`src/inc/pwmcs_pkg.sv`:
```
/*
 * Constants for the eight-channel PWM with clock scaler: register offsets,
 * reset values and prescaler limits.
 * Assumes a byte-wide register port with offsets as word indices.
 */
package pwmcs_pkg;
    localparam int          PWMCS_CHANNELS     = 8;
    localparam int          PWMCS_AW           = 4;
    localparam int          PWMCS_DW           = 8;
    localparam logic [3:0]  PWMCS_OFF_ENABLE   = 4'h0;
    localparam logic [3:0]  PWMCS_OFF_POLARITY = 4'h1;
    localparam logic [3:0]  PWMCS_OFF_CHOICE   = 4'h2;
    localparam logic [3:0]  PWMCS_OFF_PAIRSEL  = 4'h3;
    localparam logic [3:0]  PWMCS_OFF_PRESCALE = 4'h4;
    localparam logic [3:0]  PWMCS_OFF_CONCAT   = 4'h5;
    localparam logic [3:0]  PWMCS_OFF_SCALE_A  = 4'h6;
    localparam logic [3:0]  PWMCS_OFF_SCALE_B  = 4'h7;
    localparam logic [3:0]  PWMCS_OFF_PERIOD0  = 4'h8;
    localparam logic [3:0]  PWMCS_OFF_DUTY0    = 4'h9;
    localparam logic [7:0]  PWMCS_RST_CHOICE   = 8'h00;
    localparam logic [7:0]  PWMCS_RST_PAIRSEL  = 8'h00;
    localparam logic [7:0]  PWMCS_RST_SCALE    = 8'h00;
    localparam logic [7:0]  PWMCS_RST_PERIOD   = 8'hff;
    localparam logic [7:0]  PWMCS_RST_DUTY     = 8'h80;
    localparam logic [7:0]  PWMCS_PAIR_LOWER   = 8'h55;
    localparam int          PWMCS_PRE_BITS     = 3;
    localparam int          PWMCS_PRE_WIDTH    = 7;
endpackage

```
`src/core/pwmcs_top.sv`:
```
/*
 * Eight-channel PWM with two prescaled clocks A and B, two scaled clocks,
 * per-channel clock choice, polarity and pair concatenation.
 * Assumes one bus clock, a single-cycle register port and outputs to pins.
 */
// Chosen here: the address map and the strobed register port.
`timescale 1ns/1ps

// Contract
// A disabled channel stays idle and an enabled one starts on its next clock tick.
// A concatenated pair forces the lower channel output off whatever its enable.
// Enable bits of absent channels ignore writes and read zero.
// Polarity one starts each period high then drops at duty, zero the reverse.
// Clock A ticks an 8-bit down counter that pulses and reloads at one.
// The A pulse train is halved by a toggle, giving A over twice the scale.
// A scale value of zero counts as 256, dividing the source by 512.
// Clock B drives its own down counter and toggle in the same way.
// Writing a scale register reloads its down counter at once.
// Software should not rewrite scale registers while channels run.
// Each channel picks clock A, scaled A, B or scaled B from two select bits.
// Reset selects clock A for channels 0, 1, 4, 5 and B for 2, 3, 6, 7.
// Software should not change clock choices while channels run.
// Clocks A and B come from the bus clock through power-of-two prescalers.
module pwmcs_top
#(
    parameter int NUM_CH = pwmcs_pkg::PWMCS_CHANNELS
)(
    input  wire logic                           ref_clk,
    input  wire logic                           rst_n,
    input  wire logic [pwmcs_pkg::PWMCS_AW-1:0] reg_addr,
    input  wire logic [pwmcs_pkg::PWMCS_DW-1:0] reg_wdata,
    input  wire logic                           reg_wr,
    input  wire logic                           reg_rd,
    output logic      [pwmcs_pkg::PWMCS_DW-1:0] reg_rdata,
    output logic      [7:0]                     pwm_out
);
    import pwmcs_pkg::*;

    // Mask and outputs are eight wide; more channels cannot be served
    if (NUM_CH < 1 || NUM_CH > PWMCS_CHANNELS)
    begin : g_bad_num_ch
        $error("NUM_CH must be 1 to 8");
    end

    localparam logic [7:0] CH_MASK = 8'((9'h1 << NUM_CH) - 9'h1);

    function automatic logic [7:0] scale_load(input logic [7:0] v);
        scale_load = v;
    endfunction

    function automatic logic is_wr(input logic [3:0] a, input logic [3:0] o,
                                   input logic w);
        is_wr = w && (a == o);
    endfunction

    logic [7:0] enable_q, enable_d, polarity_q, polarity_d;
    logic [7:0] choice_q, choice_d, pairsel_q, pairsel_d;
    logic [7:0] prescale_q, prescale_d, concat_q, concat_d;
    logic [7:0] scale_a_q, scale_a_d, scale_b_q, scale_b_d;
    logic [7:0] period_q, period_d, duty_q, duty_d;
    logic [7:0] rdata_d;
    logic [PWMCS_PRE_WIDTH-1:0] pre_q, pre_d;
    logic       tick_a, tick_b, prev_a_q, prev_b_q;
    logic [7:0] cnt_a_q, cnt_a_d, cnt_b_q, cnt_b_d;
    logic       tog_a_q, tog_a_d, tog_b_q, tog_b_d;
    logic       stick_a, stick_b, psa_q, psb_q;
    logic [7:0] ch_tick;
    logic [7:0] ch_cnt_q [8];
    logic [7:0] ch_cnt_d [8];
    logic [7:0] run_q, run_d, out_q, out_d;

    // Register writes and reads
    always_comb
    begin
        enable_d   = enable_q;
        polarity_d = polarity_q;
        choice_d   = choice_q;
        pairsel_d  = pairsel_q;
        prescale_d = prescale_q;
        concat_d   = concat_q;
        scale_a_d  = scale_a_q;
        scale_b_d  = scale_b_q;
        period_d   = period_q;
        duty_d     = duty_q;
        if (is_wr(reg_addr, PWMCS_OFF_ENABLE, reg_wr))
            enable_d = reg_wdata & CH_MASK;
        if (is_wr(reg_addr, PWMCS_OFF_POLARITY, reg_wr))
            polarity_d = reg_wdata & CH_MASK;
        if (is_wr(reg_addr, PWMCS_OFF_CHOICE, reg_wr))
            choice_d = reg_wdata & CH_MASK;
        if (is_wr(reg_addr, PWMCS_OFF_PAIRSEL, reg_wr))
            pairsel_d = reg_wdata & CH_MASK;
        if (is_wr(reg_addr, PWMCS_OFF_PRESCALE, reg_wr))
            prescale_d = {1'b0, reg_wdata[6:4], 1'b0, reg_wdata[2:0]};
        if (is_wr(reg_addr, PWMCS_OFF_CONCAT, reg_wr))
            concat_d = {4'h0, reg_wdata[3:0]};
        if (is_wr(reg_addr, PWMCS_OFF_SCALE_A, reg_wr))
            scale_a_d = reg_wdata;
        if (is_wr(reg_addr, PWMCS_OFF_SCALE_B, reg_wr))
            scale_b_d = reg_wdata;
        if (is_wr(reg_addr, PWMCS_OFF_PERIOD0, reg_wr))
            period_d = reg_wdata;
        if (is_wr(reg_addr, PWMCS_OFF_DUTY0, reg_wr))
            duty_d = reg_wdata;
        unique case (reg_addr)
            PWMCS_OFF_ENABLE:   rdata_d = enable_q;
            PWMCS_OFF_POLARITY: rdata_d = polarity_q;
            PWMCS_OFF_CHOICE:   rdata_d = choice_q;
            PWMCS_OFF_PAIRSEL:  rdata_d = pairsel_q;
            PWMCS_OFF_PRESCALE: rdata_d = prescale_q;
            PWMCS_OFF_CONCAT:   rdata_d = concat_q;
            PWMCS_OFF_SCALE_A:  rdata_d = scale_a_q;
            PWMCS_OFF_SCALE_B:  rdata_d = scale_b_q;
            PWMCS_OFF_PERIOD0:  rdata_d = period_q;
            PWMCS_OFF_DUTY0:    rdata_d = duty_q;
            default:            rdata_d = 8'h00;
        endcase
        if (!reg_rd)
            rdata_d = 8'h00;
    end

    always_ff @(posedge ref_clk or negedge rst_n)
    begin
        if (!rst_n)
        begin
            enable_q   <= 8'h00;
            polarity_q <= 8'h00;
            choice_q   <= PWMCS_RST_CHOICE;
            pairsel_q  <= PWMCS_RST_PAIRSEL;
            prescale_q <= 8'h00;
            concat_q   <= 8'h00;
            scale_a_q  <= PWMCS_RST_SCALE;
            scale_b_q  <= PWMCS_RST_SCALE;
            period_q   <= PWMCS_RST_PERIOD;
            duty_q     <= PWMCS_RST_DUTY;
            reg_rdata  <= 8'h00;
        end
        else
        begin
            enable_q   <= enable_d;
            polarity_q <= polarity_d;
            choice_q   <= choice_d;
            pairsel_q  <= pairsel_d;
            prescale_q <= prescale_d;
            concat_q   <= concat_d;
            scale_a_q  <= scale_a_d;
            scale_b_q  <= scale_b_d;
            period_q   <= period_d;
            duty_q     <= duty_d;
            reg_rdata  <= rdata_d;
        end
    end

    // Power-of-two prescaler; ticks on a rising edge of the chosen bit
    always_comb
    begin
        pre_d  = pre_q + 7'h01;
        tick_a = (prescale_q[2:0] == 3'h0) ? 1'b1
               : (pre_q[prescale_q[2:0] - 3'h1] && !prev_a_q);
        tick_b = (prescale_q[6:4] == 3'h0) ? 1'b1
               : (pre_q[prescale_q[6:4] - 3'h1] && !prev_b_q);
    end

    // Scaled paths: down counter then toggle
    always_comb
    begin
        cnt_a_d = cnt_a_q;
        tog_a_d = tog_a_q;
        stick_a = 1'b0;
        cnt_b_d = cnt_b_q;
        tog_b_d = tog_b_q;
        stick_b = 1'b0;
        if (is_wr(reg_addr, PWMCS_OFF_SCALE_A, reg_wr))
            cnt_a_d = scale_load(reg_wdata);
        else if (tick_a)
        begin
            if (cnt_a_q == 8'h01)
            begin
                cnt_a_d = scale_a_q;
                tog_a_d = !tog_a_q;
                stick_a = !tog_a_q;
            end
            else
                cnt_a_d = cnt_a_q - 8'h01;
        end
        if (is_wr(reg_addr, PWMCS_OFF_SCALE_B, reg_wr))
            cnt_b_d = scale_load(reg_wdata);
        else if (tick_b)
        begin
            if (cnt_b_q == 8'h01)
            begin
                cnt_b_d = scale_b_q;
                tog_b_d = !tog_b_q;
                stick_b = !tog_b_q;
            end
            else
                cnt_b_d = cnt_b_q - 8'h01;
        end
    end

    always_ff @(posedge ref_clk or negedge rst_n)
    begin
        if (!rst_n)
        begin
            pre_q    <= '0;
            prev_a_q <= 1'b0;
            prev_b_q <= 1'b0;
            cnt_a_q  <= 8'h00;
            cnt_b_q  <= 8'h00;
            tog_a_q  <= 1'b0;
            tog_b_q  <= 1'b0;
            psa_q    <= 1'b0;
            psb_q    <= 1'b0;
        end
        else
        begin
            pre_q    <= pre_d;
            prev_a_q <= (prescale_q[2:0] == 3'h0) ? 1'b0
                      : pre_q[prescale_q[2:0] - 3'h1];
            prev_b_q <= (prescale_q[6:4] == 3'h0) ? 1'b0
                      : pre_q[prescale_q[6:4] - 3'h1];
            cnt_a_q  <= cnt_a_d;
            cnt_b_q  <= cnt_b_d;
            tog_a_q  <= tog_a_d;
            tog_b_q  <= tog_b_d;
            psa_q    <= stick_a;
            psb_q    <= stick_b;
        end
    end

    // Channel clock choice and waveform
    always_comb
    begin
        for (int i = 0; i < 8; i++)
        begin
            unique case ({pairsel_q[i], choice_q[i]})
                2'b00: ch_tick[i] = (i[1] == 1'b0) ? tick_a : tick_b;
                2'b01: ch_tick[i] = (i[1] == 1'b0) ? psa_q : psb_q;
                2'b10: ch_tick[i] = (i[1] == 1'b0) ? tick_b : tick_a;
                2'b11: ch_tick[i] = (i[1] == 1'b0) ? psb_q : psa_q;
            endcase
            ch_cnt_d[i] = ch_cnt_q[i];
            run_d[i]    = run_q[i];
            out_d[i]    = out_q[i];
            if (!enable_q[i]
                || (concat_q[i/2] && PWMCS_PAIR_LOWER[i]))
            begin
                run_d[i]    = 1'b0;
                ch_cnt_d[i] = 8'h00;
                out_d[i]    = 1'b0;
            end
            else if (ch_tick[i])
            begin
                run_d[i] = 1'b1;
                if (!run_q[i] || ch_cnt_q[i] >= period_q - 8'h01)
                begin
                    ch_cnt_d[i] = 8'h00;
                    out_d[i]    = polarity_q[i] ? (duty_q != 8'h00)
                                               : (duty_q == 8'h00);
                end
                else
                begin
                    ch_cnt_d[i] = ch_cnt_q[i] + 8'h01;
                    if (ch_cnt_d[i] == duty_q)
                        out_d[i] = !polarity_q[i];
                end
            end
        end
    end

    always_ff @(posedge ref_clk or negedge rst_n)
    begin
        if (!rst_n)
        begin
            run_q <= 8'h00;
            out_q <= 8'h00;
            for (int i = 0; i < 8; i++)
                ch_cnt_q[i] <= 8'h00;
        end
        else
        begin
            run_q <= run_d;
            out_q <= out_d;
            for (int i = 0; i < 8; i++)
                ch_cnt_q[i] <= ch_cnt_d[i];
        end
    end

    // Enabled outputs only; idle level is low regardless of polarity
    assign pwm_out = out_q & run_q;
endmodule

```
`config.mk`:
```
export PLATFORM = sky130hd
export DESIGN_NAME = pwmcs_top
export DESIGN_NICKNAME = d
export VERILOG_FILES = /design/src/inc/pwmcs_pkg.sv /design/src/core/pwmcs_top.sv
export SDC_FILE = /design/constraint.sdc
export NUM_CORES = 1
export LEC_CHECK = 0
export BUFFER_PORTS_ARGS = -buffer_cell sky130_fd_sc_hd__buf_2
export CORE_ASPECT_RATIO = 1.2
export CORE_MARGIN = 2
export CORE_UTILIZATION = 65
export CTS_CLUSTER_DIAMETER = 150
export DETAILED_ROUTE_END_ITERATION = 10
export PLACE_DENSITY_LB_ADDON = 0.2
export SYNTH_ARGS = -nofsm -noshare
export SYNTH_HDL_FRONTEND = slang
export SYNTH_SLANG_ARGS = --single-unit
```
`constraint.sdc`:
```
create_clock -name ref_clk -period 8.5 [get_ports ref_clk]
set_input_delay 1.7 -clock ref_clk [delete_from_list [all_inputs] [get_ports ref_clk]]
set_output_delay 1.7 -clock ref_clk [all_outputs]
set_load 0.02 [all_outputs]
```
==> impl_metrics.env <==
export IMPL_status="complete, no violations"
export IMPL_cts_made_buffers=17
export IMPL_core_area_sq_um=19500
export IMPL_grt_overflow_total=0
export IMPL_fmax_mhz=231
export IMPL_slew_headroom_pct=36.2
export IMPL_slowest_stage="nor4b_2"
export IMPL_worst_pin_slew_ns=0.955
export IMPL_grt_pass1_vias=10675
export IMPL_min_period_over_period_pct=50.8
export IMPL_maxCapViolCount=0
export IMPL_synth_top_family_by_area="simple AND/OR/NAND/NOR gates"
export IMPL_gp_congestion=0.970
export IMPL_syn_inst=1417
export IMPL_dieArea_sq_um=20900
export IMPL_clkSinkCount=191
export IMPL_drive_above_1_share_pct=12.2
export IMPL_skew_ns=0.0114
export IMPL_antenna_found_initial=0
export IMPL_route_detailed_drc=0
export IMPL_synthesis_nets=1491
export IMPL_wl_per_cell_microns=20.9
export IMPL_die_h_microns=158
export IMPL_cts_resized=0
export IMPL_critPathCaptureType="flip-flop"
export IMPL_synth_xor_area_share_pct=7.45
export IMPL_synth_most_common_cell="dfrtp_1"
export IMPL_ir_drop_v=0.000170
export IMPL_setup_violations=0
export IMPL_syn_area_sq_um=12800
export IMPL_p_leak_nw=5.91
export IMPL_n_fill_cell=1557
export IMPL_cts_tree="built"
export IMPL_grt_max_degree=85
export IMPL_yosysWarnings=0
export IMPL_clkTransAtPathRegs_ns=0.08
export IMPL_synth_fa_ha_area_share_pct=5.66
export IMPL_synth_ff_type="dfrtp_1"
export IMPL_synth_compound_area_share_pct=18.0
export IMPL_hold_viol_final=0
export IMPL_crit_chain="inv_1, ha_1, inv_1, or3_1, xor2_1, ha_1, a21oi_1, o21ai_0, o21ai_0, a221oi_1, nor4b_2, or2b_1, a31oi_1"
export IMPL_final_max_slew_viol_count=0
export IMPL_ant_nets=0
export IMPL_yosys_area_share_simple_pct=20.2
export IMPL_p_comb_share_pct=36.0
export IMPL_switching_share_pct=40.7
export IMPL_hold_buffers=0
export IMPL_rows=56
export IMPL_synth_top_area_share_pct=35.5
export IMPL_p_int_mw=1.93
export IMPL_place_area_sq_um=13100
export IMPL_start_kind="flip-flop"
export IMPL_final_nets=1480
export IMPL_drt_pass1_iter_count=5
export IMPL_synth_edf_count=0
export IMPL_cpPeakStageDelay_ns=0.83
export IMPL_synth_area_leaders="dfrtp_1 (36%), ha_1 (5.7%), mux2_2 (5.4%)"
export IMPL_crit_buf_inv=2
export IMPL_crit_fanout=12
export IMPL_start_util_pct=65.8
export IMPL_synth_top_cell_by_area="dfrtp_1"
export IMPL_area_growth_syn_to_layout_pct=6.55
export IMPL_clockBufferDepth=2
export IMPL_largest_register_ffs=64
export IMPL_cts_setup_buffers=0
export IMPL_hold_class="flip-flop to flip-flop"
export IMPL_synth_area_mux_share_pct=7.62
export IMPL_period_needed_ns=4.32
export IMPL_synth_cell_types=81
export IMPL_vias_per_cell=6.65
export IMPL_pwr_share_clk_pct=24.1
export IMPL_crit_arrival_ns=4.69
export IMPL_synth_seq_cells=191
export IMPL_syn_avg_cell_area_sq_um=9.05
export IMPL_crit_family="simple AND/OR/NAND/NOR gates"
export IMPL_worst_r2r_setup_slack_ns=4.18
export IMPL_vias=11166
export IMPL_die_w_microns=132
export IMPL_required_ns=8.87
export IMPL_place_hpwl_microns=24600
export IMPL_initialDrtViolationCount=863
export IMPL_finalSetupTns_ns=0
export IMPL_portBuffers=31
export IMPL_synthTopCellsByCount="dfrtp_1 (182), nand2_1 (154), nor2_1 (87)"
export IMPL_insertion_delay_ns=0.45
export IMPL_grt_pass1_wl_microns=56300
export IMPL_routed_wl_microns=35100
export IMPL_n_antenna_cell=0
export IMPL_pin_count=32
export IMPL_synth_seq_area_share_pct=37.4
export IMPL_crit_type="flip-flop to flip-flop"
export IMPL_p_sw_mw=1.32
export IMPL_grt_setup_unrepaired="no"
export IMPL_synth_async_sr_flop_share_pct=100
export IMPL_fin_area_sq_um=13700
export IMPL_regMostFlops="ch_cnt_q"
export IMPL_sequentialPowerShare_pct=39.9
export IMPL_root_buffer="clkbuf_16"
export IMPL_grt_usage_pct=34.3
export IMPL_cellPowerDensity_nw_per_um2=238
export IMPL_cts_max_level=4
[layer usage]
layer | routed length [microns] | share of wire, % | vias up | track usage, %
met2 | 17200 | 49 | 444 | 59.8
met1 | 14200 | 40 | 5464 | 42.4
met3 | 2300 | 6.5 | 120 | 5.86
li1 | - | - | 5138 | -
met5 | 0 | 0 | - | 0
met4 | 1490 | 4.2 | 0 | 14.5
[stage by stage]
| step | instances | power (mW) | hold slack, ns | setup WS, ns | util [%] |
|---|---|---|---|---|---|
| final | 1680 | 3.25 | 0.464 | 4.18 | 70.2 |
| after global placement | 1648 | 2.41 | 0.449 | 4.34 | 67.2 |
| after CTS | 1680 | 3.23 | 0.461 | 4.25 | 70.2 |
| after floorplan | 1417 | 2.09 | 0.433 | 5.16 | - |
| after detailed placement | 1648 | 2.45 | 0.445 | 4.26 | 67.2 |
| after global routing | 1680 | 3.43 | 0.490 | 3.95 | 70.2 |
[worst register-to-register path, cell delays in order (launching register included)]
cell	delay, ns
dfstp_2	0.39
inv_1	0.34
ha_1	0.26
inv_1	0.06
or3_1	0.33
xor2_1	0.75
ha_1	0.39
a21oi_1	0.12
o21ai_0	0.10
o21ai_0	0.10
a221oi_1	0.14
nor4b_2	0.84
or2b_1	0.28
a31oi_1	0.15
[kinds of logic after synthesis]
kind of cell	count (synthesis)
simple gates	513
fa+ha+maj	58
xor+xnor	107
flops	191
compound gates	347
mux	80
buf+inv	121
[cell usage in the layout, fill, tap and decap left out, types with 10 or more instances in the layout]
| cell | synthesis | routed |
|---|---|---|
| nor3_1 | 38 | 38 |
| xnor2_1 | 68 | 68 |
| ha_1 | 58 | 58 |
| a22oi_1 | 17 | 17 |
| and2_1 | 17 | 17 |
| nor2_1 | 87 | 87 |
| a21oi_1 | 67 | 67 |
| buf_2 | 5 | 30 |
| o22ai_1 | 13 | 13 |
| nand3_1 | 61 | 61 |
| mux2i_1 | 11 | 11 |
| nand3b_1 | 12 | 12 |
| clkbuf_16 | 0 | 17 |
| nor2b_1 | 23 | 23 |
| and3_1 | 27 | 27 |
| a21o_1 | 10 | 10 |
| nand2b_1 | 25 | 25 |
| nor3b_1 | 12 | 12 |
| a22o_1 | 24 | 24 |
| nand2_1 | 154 | 154 |
| or3_1 | 10 | 10 |
| inv_1 | 50 | 50 |
| a31oi_1 | 32 | 32 |
| nor4_1 | 15 | 15 |
| o21ai_0 | 79 | 79 |
| mux2_2 | 61 | 61 |
| xor2_1 | 38 | 38 |
| o221ai_1 | 10 | 10 |
| dfrtp_1 | 182 | 182 |
[final cells by class]
class	instances	area (sq um)	area share, %
multi-input combinational	1105	7560	55.3
sequential	191	4790	35.1
clock buffer	18	439	3.21
tap	261	327	2.39
timing repair buffer	40	231	1.69
inverter	51	191	1.40
clock inverter	14	126	0.925
[worst paths after layout]
kind,start,endpoint,cells past startpoint
min in group asynchronous,rst_n,ch_cnt_q[51]$_DFFE_PN0P_,1
worst min register to register,tog_a_q$_DFFE_PN0P_,psa_q$_DFF_PN0_,1
worst max register to register,period_q[0]$_DFFE_PN1P_,ch_cnt_q[39]$_DFFE_PN0P_,13
worst min-delay path,tog_a_q$_DFFE_PN0P_,psa_q$_DFF_PN0_,1
max in group asynchronous,rst_n,ch_cnt_q[45]$_DFFE_PN0P_,2
worst max-delay path,period_q[0]$_DFFE_PN1P_,ch_cnt_q[39]$_DFFE_PN0P_,13
[power groups by stage]
stage | clock [mW] | combinational [mW] | sequential, mW
floorplan | 0 | 0.899 | 1.19
global placement | 0 | 1.11 | 1.30
detailed placement | 0 | 1.15 | 1.31
CTS | 0.787 | 1.15 | 1.29
global route | 0.825 | 1.28 | 1.32
finish | 0.785 | 1.17 | 1.30
No activity file was read; power rests on OpenSTA's default activity.
